**config.mk**
```make
export PLATFORM = sky130hd
export DESIGN_NAME = pdx_xlate
export DESIGN_NICKNAME = d
export VERILOG_FILES = /design/src/pdx_pkg.sv /design/src/pdx_xlate.sv
export SDC_FILE = /design/constraint.sdc
export NUM_CORES = 2
export LEC_CHECK = 0
export ABC_AREA = 1
export CAP_MARGIN = 20
export CORE_AREA = 2 2 299 301
export CTS_CLUSTER_DIAMETER = 30
export DETAILED_ROUTE_END_ITERATION = 10
export DIE_AREA = 0 0 301 303
export DONT_BUFFER_PORTS = 1
export GPL_ROUTABILITY_DRIVEN = 0
export HOLD_SLACK_MARGIN = 0.1
export PLACE_DENSITY = 0.5
export SKIP_LAST_GASP = 1
export SYNTH_ARGS = -nofsm -noshare
export SYNTH_HDL_FRONTEND = slang
export SYNTH_SLANG_ARGS = --single-unit
```
**constraint.sdc**
```tcl
create_clock -name clk_sys -period 43.7 [get_ports clk_sys]
set_clock_uncertainty 0.2 [all_clocks]
set_input_delay 4.37 -clock clk_sys [delete_from_list [all_inputs] [get_ports clk_sys]]
set_output_delay 4.37 -clock clk_sys [all_outputs]
set_load 0.02 [all_outputs]
```
**src/pdx_pkg.sv**
```systemverilog
// constants and carrier types for the sparse io / dense memory translator
package pdx_pkg;
    // register byte addresses on the ahb-lite bus
    localparam logic [7:0]  PDX_IO_RELOC_OFS    = 8'h00;
    localparam logic [7:0]  PDX_DENSE_RELOC_OFS = 8'h04;
    localparam logic [7:0]  PDX_STATUS_OFS      = 8'h08;
    // field widths and reset values
    localparam int          PDX_IO_RELOC_W      = 9;
    localparam int          PDX_DENSE_RELOC_W   = 2;
    localparam logic [8:0]  PDX_IO_RELOC_RST    = 9'h000;
    localparam logic [1:0]  PDX_DENSE_RELOC_RST = 2'h3;
    // address decode patterns
    localparam logic [5:0]  PDX_SPARSE_IO_PAT   = 6'h3a;
    localparam logic [3:0]  PDX_DENSE_PAT       = 4'hf;
    // burst lengths in data phases
    localparam logic [3:0]  PDX_DENSE_RD_PHASES = 4'h2;
    localparam logic [3:0]  PDX_DENSE_WR_PHASES = 4'h8;
    // pci bus commands
    localparam logic [3:0]  PDX_CMD_IO_RD       = 4'h2;
    localparam logic [3:0]  PDX_CMD_IO_WR       = 4'h3;
    localparam logic [3:0]  PDX_CMD_MEM_RD      = 4'h6;
    localparam logic [3:0]  PDX_CMD_MEM_WR      = 4'h7;
    // active-low byte enable patterns
    localparam logic [3:0]  PDX_CBE_ALL         = 4'h0;
    localparam logic [3:0]  PDX_CBE_NONE        = 4'hf;
    // cpu side request
    typedef struct packed {
        logic        write;
        logic [33:0] cpu_address;
        logic [7:0]  cpu_write_mask;
    } pdx_cpu_req_t;
    // one pci data phase handed to the pci engine
    typedef struct packed {
        logic        first;
        logic        last;
        logic [3:0]  cmd;
        logic [31:0] addr;
        logic [3:0]  cbe_n;
        logic [31:0] wdata;
    } pdx_pci_phase_t;
endpackage

```
**src/pdx_xlate.sv**
```systemverilog
// sparse io and dense memory translation with ahb-lite registers
//
// The placing of the registers and the AHB-Lite interface to the registers were decided locally.
`timescale 1ns/1ps
module pdx_xlate
    import pdx_pkg::*;
(
    input  wire logic           clk_sys,
    input  wire logic           rst,
    input  wire logic           hsel,
    input  wire logic [31:0]    haddr,
    input  wire logic [1:0]     htrans,
    input  wire logic           hwrite,
    input  wire logic [2:0]     hsize,
    input  wire logic [31:0]    hwdata,
    input  wire logic           hready,
    output logic                hreadyout,
    output logic [31:0]         hrdata,
    output logic                hresp,
    input  wire logic           cpu_req_valid,
    input  wire pdx_cpu_req_t   cpu_req,
    input  wire logic [255:0]   cpu_data_in,
    output logic                cpu_req_ready,
    output logic                cpu_req_hit,
    output logic                cpu_rsp_valid,
    output logic [255:0]        cpu_data_out,
    output logic                pci_phase_valid,
    output pdx_pci_phase_t      pci_phase,
    input  wire logic           pci_phase_ready,
    input  wire logic           pci_rdata_valid,
    input  wire logic [31:0]    pci_rdata
);

    typedef enum logic [3:0] {
        PDX_IDLE  = 4'b0001,
        PDX_ISSUE = 4'b0010,
        PDX_COLL  = 4'b0100,
        PDX_RESP  = 4'b1000
    } pdx_state_t;

    typedef struct packed {
        pdx_state_t     fsm;
        logic [8:0]     io_window_relocation;
        logic [1:0]     dense_window_relocation;
        logic           ahb_wr_pend;
        logic [7:0]     ahb_wr_addr;
        logic [31:0]    ahb_rdata;
        logic           is_read;
        logic           is_dense;
        logic           upper_octaword;
        logic [3:0]     nphases;
        logic [3:0]     ph_idx;
        logic [3:0]     rd_cnt;
        logic [7:0]     lw_mask;
        logic [255:0]   wbuf;
        pdx_pci_phase_t ph;
        logic           rsp;
        logic [255:0]   rsp_data;
        logic [1:0]     last_space;
    } pdx_st_t;

    pdx_st_t st_r;
    pdx_st_t st_nxt;

    // lanes for a sparse read: size+1 bytes starting at the offset
    function automatic logic [3:0] pdx_rd_lanes(input logic [1:0] ofs,
                                                input logic [1:0] sz);
        logic [7:0] run;
        run = 8'h00;
        unique case (sz)
            2'b00: run = 8'h01;
            2'b01: run = 8'h03;
            2'b10: run = 8'h07;
            2'b11: run = 8'h0f;
        endcase
        run = run << ofs;
        pdx_rd_lanes = run[3:0];
    endfunction

    // a write mask is usable only as one contiguous run in the low longword
    function automatic logic pdx_mask_ok(input logic [7:0] m);
        logic [4:0] t;
        t = 5'h00;
        t = {1'b0, m[3:0]} >> pdx_low_lane(m[3:0]);
        pdx_mask_ok = (m[7:4] == 4'h0) && (m[3:0] != 4'h0) &&
                      ((t & (t + 5'h01)) == 5'h00);
    endfunction

    // index of the lowest enabled byte lane
    function automatic logic [1:0] pdx_low_lane(input logic [3:0] m);
        pdx_low_lane = m[0] ? 2'd0 : m[1] ? 2'd1 : m[2] ? 2'd2 : 2'd3;
    endfunction

    // decode of the two windows this block owns
    logic sparse_hit;
    logic dense_hit;
    assign sparse_hit = (cpu_req.cpu_address[33:28] == PDX_SPARSE_IO_PAT);
    assign dense_hit  = (cpu_req.cpu_address[33:30] == PDX_DENSE_PAT);
    assign cpu_req_hit = sparse_hit | dense_hit;
    // only owned addresses are taken; others stay with the rest of the bridge
    assign cpu_req_ready = st_r.fsm[0] & cpu_req_hit;

    // ahb-lite slave answers in zero waits, always okay
    assign hreadyout = 1'b1;
    assign hresp     = 1'b0;
    assign hrdata    = st_r.ahb_rdata;

    assign pci_phase_valid = st_r.fsm[1];
    assign pci_phase       = st_r.ph;
    assign cpu_rsp_valid   = st_r.rsp;
    assign cpu_data_out    = st_r.rsp_data;

    // next-state logic for registers, translation and burst sequencing
    always_comb begin
        logic        ahb_take;
        logic [33:0] a;
        logic [1:0]  ofs;
        logic [3:0]  lanes;
        logic [7:0]  rpos;
        ahb_take = 1'b0;
        a        = cpu_req.cpu_address;
        ofs      = a[6:5];
        lanes    = 4'h0;
        rpos     = 8'h00;
        st_nxt   = st_r;
        st_nxt.rsp = 1'b0;

        // register write lands in the data phase after its address phase
        if (st_r.ahb_wr_pend) begin
            if (st_r.ahb_wr_addr == PDX_IO_RELOC_OFS) begin
                st_nxt.io_window_relocation = hwdata[PDX_IO_RELOC_W-1:0];
            end
            if (st_r.ahb_wr_addr == PDX_DENSE_RELOC_OFS) begin
                st_nxt.dense_window_relocation =
                    hwdata[PDX_DENSE_RELOC_W-1:0];
            end
        end
        ahb_take = hsel & hready & htrans[1];
        st_nxt.ahb_wr_pend = ahb_take & hwrite;
        st_nxt.ahb_wr_addr = haddr[7:0];
        // read data prepared at the address phase, held through data phase
        if (ahb_take & ~hwrite) begin
            unique case (haddr[7:0])
                PDX_IO_RELOC_OFS:
                    st_nxt.ahb_rdata = {23'h000000, st_r.io_window_relocation};
                PDX_DENSE_RELOC_OFS:
                    st_nxt.ahb_rdata = {30'h00000000,
                                        st_r.dense_window_relocation};
                PDX_STATUS_OFS:
                    st_nxt.ahb_rdata = {28'h0000000, st_r.last_space,
                                        1'b0, ~st_r.fsm[0]};
                default:
                    st_nxt.ahb_rdata = 32'h0000_0000;
            endcase
        end

        // read data can come back while later phases are still offered,
        // so it is taken in either busy state, longword by longword
        if (st_r.is_read && pci_rdata_valid &&
            (st_r.fsm == PDX_ISSUE || st_r.fsm == PDX_COLL)) begin
            rpos = {st_r.upper_octaword, st_r.rd_cnt[1:0], 5'b00000};
            st_nxt.rsp_data[rpos +: 32] = pci_rdata;
            st_nxt.rd_cnt = st_r.rd_cnt + 4'h1;
        end

        unique case (st_r.fsm)
            PDX_IDLE: begin
                if (cpu_req_valid & cpu_req_hit) begin
                    st_nxt.fsm       = PDX_ISSUE;
                    st_nxt.is_read   = ~cpu_req.write;
                    st_nxt.is_dense  = dense_hit;
                    st_nxt.upper_octaword = a[4];
                    st_nxt.wbuf      = cpu_data_in;
                    st_nxt.lw_mask   = cpu_req.cpu_write_mask;
                    st_nxt.ph_idx    = 4'h0;
                    st_nxt.rd_cnt    = 4'h0;
                    st_nxt.rsp_data  = '0;
                    st_nxt.last_space = dense_hit ? 2'b10 : 2'b01;
                    st_nxt.ph.first  = 1'b1;
                    st_nxt.ph.wdata  = cpu_data_in[31:0];
                    if (dense_hit) begin
                        // dense: relocation chunk on top, quadwords 1:1
                        st_nxt.ph.addr = {st_r.dense_window_relocation,
                                          a[29:5], 5'b00000};
                        if (cpu_req.write) begin
                            st_nxt.nphases = PDX_DENSE_WR_PHASES;
                            st_nxt.ph.cmd  = PDX_CMD_MEM_WR;
                            st_nxt.ph.cbe_n = cpu_req.cpu_write_mask[0] ?
                                PDX_CBE_ALL : PDX_CBE_NONE;
                        end else begin
                            st_nxt.nphases = PDX_DENSE_RD_PHASES;
                            st_nxt.ph.cmd  = PDX_CMD_MEM_RD;
                            st_nxt.ph.addr[4:3] = a[4:3];
                            st_nxt.ph.cbe_n = PDX_CBE_ALL;
                        end
                    end else begin
                        st_nxt.nphases = 4'h1;
                        // lowest 64kb is fixed at pci zero; rest relocates
                        if (a[27:21] == 7'h00) begin
                            st_nxt.ph.addr[31:16] = 16'h0000;
                        end else begin
                            st_nxt.ph.addr[31:23] =
                                st_r.io_window_relocation;
                            st_nxt.ph.addr[22:16] = a[27:21];
                        end
                        st_nxt.ph.addr[15:2] = a[20:7];
                        if (cpu_req.write) begin
                            st_nxt.ph.cmd = PDX_CMD_IO_WR;
                            if (pdx_mask_ok(cpu_req.cpu_write_mask)) begin
                                lanes = cpu_req.cpu_write_mask[3:0];
                                st_nxt.ph.addr[1:0] = pdx_low_lane(lanes);
                                st_nxt.ph.cbe_n = ~lanes;
                            end else begin
                                // odd mask: one null longword, lowest data
                                st_nxt.ph.addr[1:0] = 2'b00;
                                st_nxt.ph.cbe_n = PDX_CBE_NONE;
                            end
                        end else begin
                            st_nxt.ph.cmd = PDX_CMD_IO_RD;
                            lanes = pdx_rd_lanes(ofs, a[4:3]);
                            st_nxt.ph.addr[1:0] = ofs;
                            st_nxt.ph.cbe_n = ~lanes;
                        end
                    end
                    st_nxt.ph.last = ~dense_hit;
                end
            end
            PDX_ISSUE: begin
                // hold the phase until the pci engine accepts it
                if (pci_phase_ready) begin
                    st_nxt.ph.first = 1'b0;
                    st_nxt.ph_idx   = st_r.ph_idx + 4'h1;
                    if (st_r.ph.last) begin
                        st_nxt.fsm = st_r.is_read ? PDX_COLL : PDX_RESP;
                    end else begin
                        // dense bursts ascend one longword per phase
                        st_nxt.ph.addr = st_r.ph.addr + 32'h0000_0004;
                        st_nxt.ph.last =
                            (st_r.ph_idx + 4'h2) == st_r.nphases;
                        st_nxt.ph.wdata =
                            st_r.wbuf[32*(st_r.ph_idx[2:0]+3'd1) +: 32];
                        if (!st_r.is_read) begin
                            st_nxt.ph.cbe_n =
                                st_r.lw_mask[st_r.ph_idx[2:0]+3'd1] ?
                                PDX_CBE_ALL : PDX_CBE_NONE;
                        end
                    end
                end
            end
            PDX_COLL: begin
                // the last longword back closes the read
                if (pci_rdata_valid &&
                    (st_r.rd_cnt + 4'h1) == st_r.nphases) begin
                    st_nxt.fsm = PDX_RESP;
                end
            end
            PDX_RESP: begin
                st_nxt.rsp = 1'b1;
                st_nxt.fsm = PDX_IDLE;
            end
            default: begin
                st_nxt.fsm = PDX_IDLE;
            end
        endcase
    end

    // single state register; relocation fields come up at their defaults
    always_ff @(posedge clk_sys or posedge rst) begin
        if (rst) begin
            st_r <= '0;
            st_r.fsm <= PDX_IDLE;
            st_r.io_window_relocation <= PDX_IO_RELOC_RST;
            st_r.dense_window_relocation <= PDX_DENSE_RELOC_RST;
        end else begin
            st_r <= st_nxt;
        end
    end

endmodule // pdx_xlate

```
# After elaboration in Yosys (flattened, before gate mapping)
# Cells that the tools add are included.
# op_classes
add_sub_neg	8
magnitude_cmp	1
n_eq_ne	20
shift	5
muxes	47
bitwise	14
n_reduce_logical	21
# ops
op	n
258-bit 2-to-1 mux	2
346-bit 2-to-1 mux	1
268-bit 2-to-1 mux	1
256-bit bitwise mux	1
256-bit 2-to-1 mux	1
32-bit by 10-bit variable shift with 256-bit output, first input constant	1
256-bit by 10-bit indexed part select with 32-bit output	1
32-bit by 10-bit indexed part select with 256-bit output	1
68-bit 2-to-1 mux	2
68-bit case mux with 2 select lines	1
4-bit 2-to-1 mux	13
39-bit 2-to-1 mux	1
32-bit by 3-bit adder with 32-bit output, second input constant	1
8-bit 2-to-1 mux	4
8-bit case mux with 4 select lines	1
9-bit case mux with 3 select lines	1
8-bit by 3-bit == test with 1-bit output, second input constant	2
8-bit zero test	2
16-bit 2-to-1 mux	1
6-bit 2-to-1 mux	2
4-bit case mux with 3 select lines	1
2-bit 2-to-1 mux	5
2-bit inequality test, second input constant	5
8-bit negation with 10-bit output	1
39 further kinds	64
# totals
regBits	667
inputBits	408
elab_cells	138

# Logic depth before layout (Yosys ltp)
# depth
ltp_word	13
depth_mapped	12

# Least setup slack after synthesis
# OpenSTA, ideal clock, no wires.
# synth_timing
path_kind	in2out
from	input port cpu_req[41] in the netlist's numbering
to	output port cpu_req_ready
arrival_ns	4.886
slack_ns	34.244
path_stages	4
path_cell_list	nand2_1 -> nor2_1 -> nand2_1 -> nor2_1
# synth_via
elab_chain_len	3
# synth_rtl
element	line	text
start, declared	pdx_xlate.sv:21	input wire pdx_cpu_req_t cpu_req,
6-bit == test or 4-bit == test (tied branches)	pdx_xlate.sv:97, pdx_xlate.sv:98	
1-bit OR (*)	pdx_xlate.sv:99	assign cpu_req_hit = sparse_hit | dense_hit;
1-bit bitwise AND (*)	pdx_xlate.sv:101	assign cpu_req_ready = st_r.fsm[0] & cpu_req_hit;
end, declared	pdx_xlate.sv:23	output logic cpu_req_ready,
# Every way passes the cells marked *; elsewhere a longest branch is shown, timed or not.

# Final worst setup path
# Same ends and word-level chain as after synthesis.

==> results.yml <==
clock_network:
  numCtsBuffers: 156
  clk_pin_slew_ns: 0.04
  cts_tree: "done"
  clk_latency_ns: 0.73
  htree_levels: 4
  ctsHoldBuffers: 0
  cts_root_buf: "clkbuf_16"
  post_cts_buffers: 0
  cts_max_path_buffers: 3
  cts_sinks: 608
  cts_resized: 0
place:
  portBuffers: 0
  postPlaceCellArea_sq_um: 28900
  dp_slack_ns: 34.20
  hpwl_um: 72500
  dp.cells: 4508
sta:
  setup_violations: 0
  fin_crit_sh_pct: 21.7
  hold_violations: 0
  worstMarginPinSlew_ns: 1.03
  fin_crit_ns: 9.50
  final_max_slew_viol_count: 0
  fin_ws_ns: 34.20
  fmaxAchievable_mhz: 105
  rsz0062_at_grt: "false"
  max_slew_margin_pct: 31.1
  tns_ns: 0
routing:
  vias: 24000
  vias_per_cell: 5.01
  routed_wirelength_um: 106000
  drt_iter0_drc: 2156
  wl_per_cell_um: 22.1
  drt-pass1-iter-count: 5
  ant_nets: 0
  drcViolationCount: 0
die:
  rows: 109
  pin_count: 776
  die_y_um: 303
  core_sq_um: 88000
  start_util_pct: 34.8
  die_x_um: 301
  dieArea_sq_um: 91200
worst_setup_path:
  path_buf_inv: 0
  cp_max_fo: 3
  crit_path_end_kind: "output pin"
  crit_chain: "nand2_1, nor2_1, nand2_1, nor2_1"
  cp_data_required_time_ns: 39.13
  critPathArrivalTime_ns: 4.93
  cp_top_family: "simple AND/OR/NAND/NOR gates"
  slowest_stage: "nor2_1"
  reg2reg_depth: 9
  cp_num_cells: 4
  criticalPathCategory: "input pin to output pin"
  start_kind: "input pin"
  cpPeakStageDelay_ns: 0.31
power:
  intPower_mw: 1.76
  p_switching_mw: 1.02
  power_leakage_nw: 17.0
  irDropWorstVdd_mv: 0.0473
  switching_share_pct: 36.7
  combPwrFrac_pct: 18.2
  power.density_nw_per_um2: 81.3
  p_clk_share_pct: 41.4
  seqPwrFrac_pct: 40.4
logic_synthesis:
  synthCells: 3856
  async_flop_share_pct: 100
  ys_seq_elements: 608
  seq_area_frac_synth_pct: 49.7
  synth_edf_count: 0
  syn_area_per_cell_sq_um: 7.94
  synth_cell_type_count: 45
  netlist_area_sq_um: 30600
  synthFlopType: "dfrtp_1"
  yosys_warnings: 0
global_route:
  grt_overflow: 0
  antenna_found_initial: 7
  grt_pass1_wl_um: 155000
  grt_pass1_vias: 23200
  grt_max_degree: 160
  grt.total_usage_pct: 22.7
final_layout:
  drive_gt1_share_pct: 9.49
  fin_area_sq_um: 34200
  nets: 3915
  instances_no_fill: 4793
  area_delta_synth_final_pct: 11.7
  utilization_pct: 38.9
status:
  status: "finished, final reports clean"
hold_path:
  min_path_type: "flop to flop"
  worstHoldPathCells: 2
flow_run:
  max_cap_viol_count: 0
[worst paths after layout]
kind                                 start           endpoint  slack, ns
setup / recovery               cpu_req[41]      cpu_req_ready      34.20
hold / removal                   st_r[378]          st_r[378]       0.26
setup reg to reg           pci_phase_valid  cpu_data_out[220]      39.42
hold reg to reg                  st_r[378]          st_r[378]       0.26
max in group asynchronous              rst          st_r[601]      37.53
min in group asynchronous              rst    cpu_data_out[0]       3.44
[cell usage after synthesis, types with 3 or more instances]
cell / instances / area share (%)
o21a_1: 4 / 0.098
nand3_1: 146 / 2.4
inv_2: 6 / 0.074
nor3_1: 8 / 0.13
buf_4: 367 / 9.0
dfrtp_1: 605 / 49
xor2_1: 5 / 0.14
xnor2_1: 4 / 0.11
buf_1: 17 / 0.21
a21boi_0: 3 / 0.074
o211ai_1: 46 / 1.1
ha_1: 6 / 0.25
inv_1: 253 / 3.1
o211a_1: 6 / 0.20
nor2_1: 230 / 2.8
clkbuf_1: 97 / 1.2
nand3_2: 6 / 0.20
nor2_4: 5 / 0.18
buf_2: 90 / 1.5
nand3b_1: 8 / 0.20
o21ai_0: 422 / 6.9
nand4_1: 9 / 0.18
nand2_2: 3 / 0.061
o21ai_1: 19 / 0.31
dfstp_2: 3 / 0.26
a21oi_1: 288 / 4.7
a21boi_1: 5 / 0.12
nand2_1: 1161 / 14
or2_2: 11 / 0.22
[sequential cells by signal (all words and copies together), names as in the netlist]
| signal | count |
|---|---|
| pci_phase_valid | 1 |
| cpu_data_out | 256 |
| hrdata | 9 |
| pci_phase | 72 |
| cpu_rsp_valid | 1 |
| st_r | 269 |
[worst reg2reg max path, stage by stage (launching register included)]
cell and delay (ns):
dfrtp_1 0.59, inv_1 0.11, nand3_2 0.15, nor2_4 0.05, buf_4 0.27, inv_8 0.68
buf_4 0.82, buf_4 0.78, o21ai_0 0.35, a21oi_1 0.18
[layout make-up]
| class | instances | area (sq um) |
|---|---|---|
| tap | 1165 | 1460 |
| timing repair buffer | 36 | 295 |
| inverter | 261 | 995 |
| clock buffer | 213 | 4460 |
| antenna | 3 | 7.51 |
| fill | 9083 | 53800 |
| clock inverter | 69 | 866 |
| multi-input combinational | 2438 | 10900 |
| sequential | 608 | 15200 |
[cells in the final DEF (no fill, tap or decap), types with 3 or more instances in the layout]
cell type   Yosys  routed
a21boi_0        3       3
a21boi_1        5       5
a21oi_1       288     288
buf_4         367      34
bufinv_16       0      17
clkbuf_1       97      27
clkbuf_16       0     160
clkbuf_8        0      26
clkinv_2        0      30
clkinv_4        0       7
clkinv_8        0       3
clkinvlp_4      0       8
conb_1          2      26
dfrtp_1       605     603
dfstp_2         3       3
diode_2         0       3
ha_1            6       6
inv_1         253     250
inv_2           6       7
inv_6           0       4
nand2_1      1161    1161
nand2_2         3       3
nand3_1       146     146
nand3_2         6       6
nand3b_1        8       8
nand4_1         9       9
nor2_1        230     224
nor2_2          1       5
nor2_4          5       7
nor3_1          8       7
nor3_4          1       3
o211a_1         6       6
o211ai_1       46      46
o21a_1          4       4
o21ai_0       422     422
o21ai_1        19      19
or2_2          11      11
xnor2_1         4       4
xor2_1          5       5
[metrics by stage]
stage          hold WS [ns]  power [mW]
5_1_grt               0.278        2.94
4_1_cts               0.264        2.81
3_3_place_gp          0.249        1.63
3_5_place_dp          0.253        1.64
2_1_floorplan         0.237        1.60
6_report              0.259        2.78
[per-layer routing]
layer  global-route usage, %  up-vias  share of wire, %
li1                        -    11300                 -
met1                    26.9    11600                39
met2                    37.6      880                49
met3                    7.98      181               8.8
met4                    9.06       10               3.4
met5                       0        -             0.068
[cells by family (layout without fill, tap and decap cells)]
| group | after synthesis | count (layout) | share of synthesized area, % |
|---|---|---|---|
| compound gates | 802 | 802 | 13.7 |
| flops | 608 | 608 | 49.7 |
| simple gates | 1595 | 1595 | 20.9 |
| fa+ha+maj | 6 | 6 | 0.245 |
| xor+xnor | 9 | 9 | 0.257 |
| buf+inv | 834 | 579 | 15.1 |
| other cells | 2 | 29 | 0.0245 |
[power groups by stage]
| stage | clock network, mW | logic, mW | registers, mW |
|---|---|---|---|
| finish | 1.15 | 0.506 | 1.12 |
| global route | 1.20 | 0.584 | 1.15 |
| CTS | 1.17 | 0.516 | 1.13 |
| detailed placement | 0 | 0.513 | 1.13 |
| global placement | 0 | 0.503 | 1.13 |
| floorplan | 0 | 0.711 | 0.890 |
Note: power is estimated with default switching activity, not from simulation.
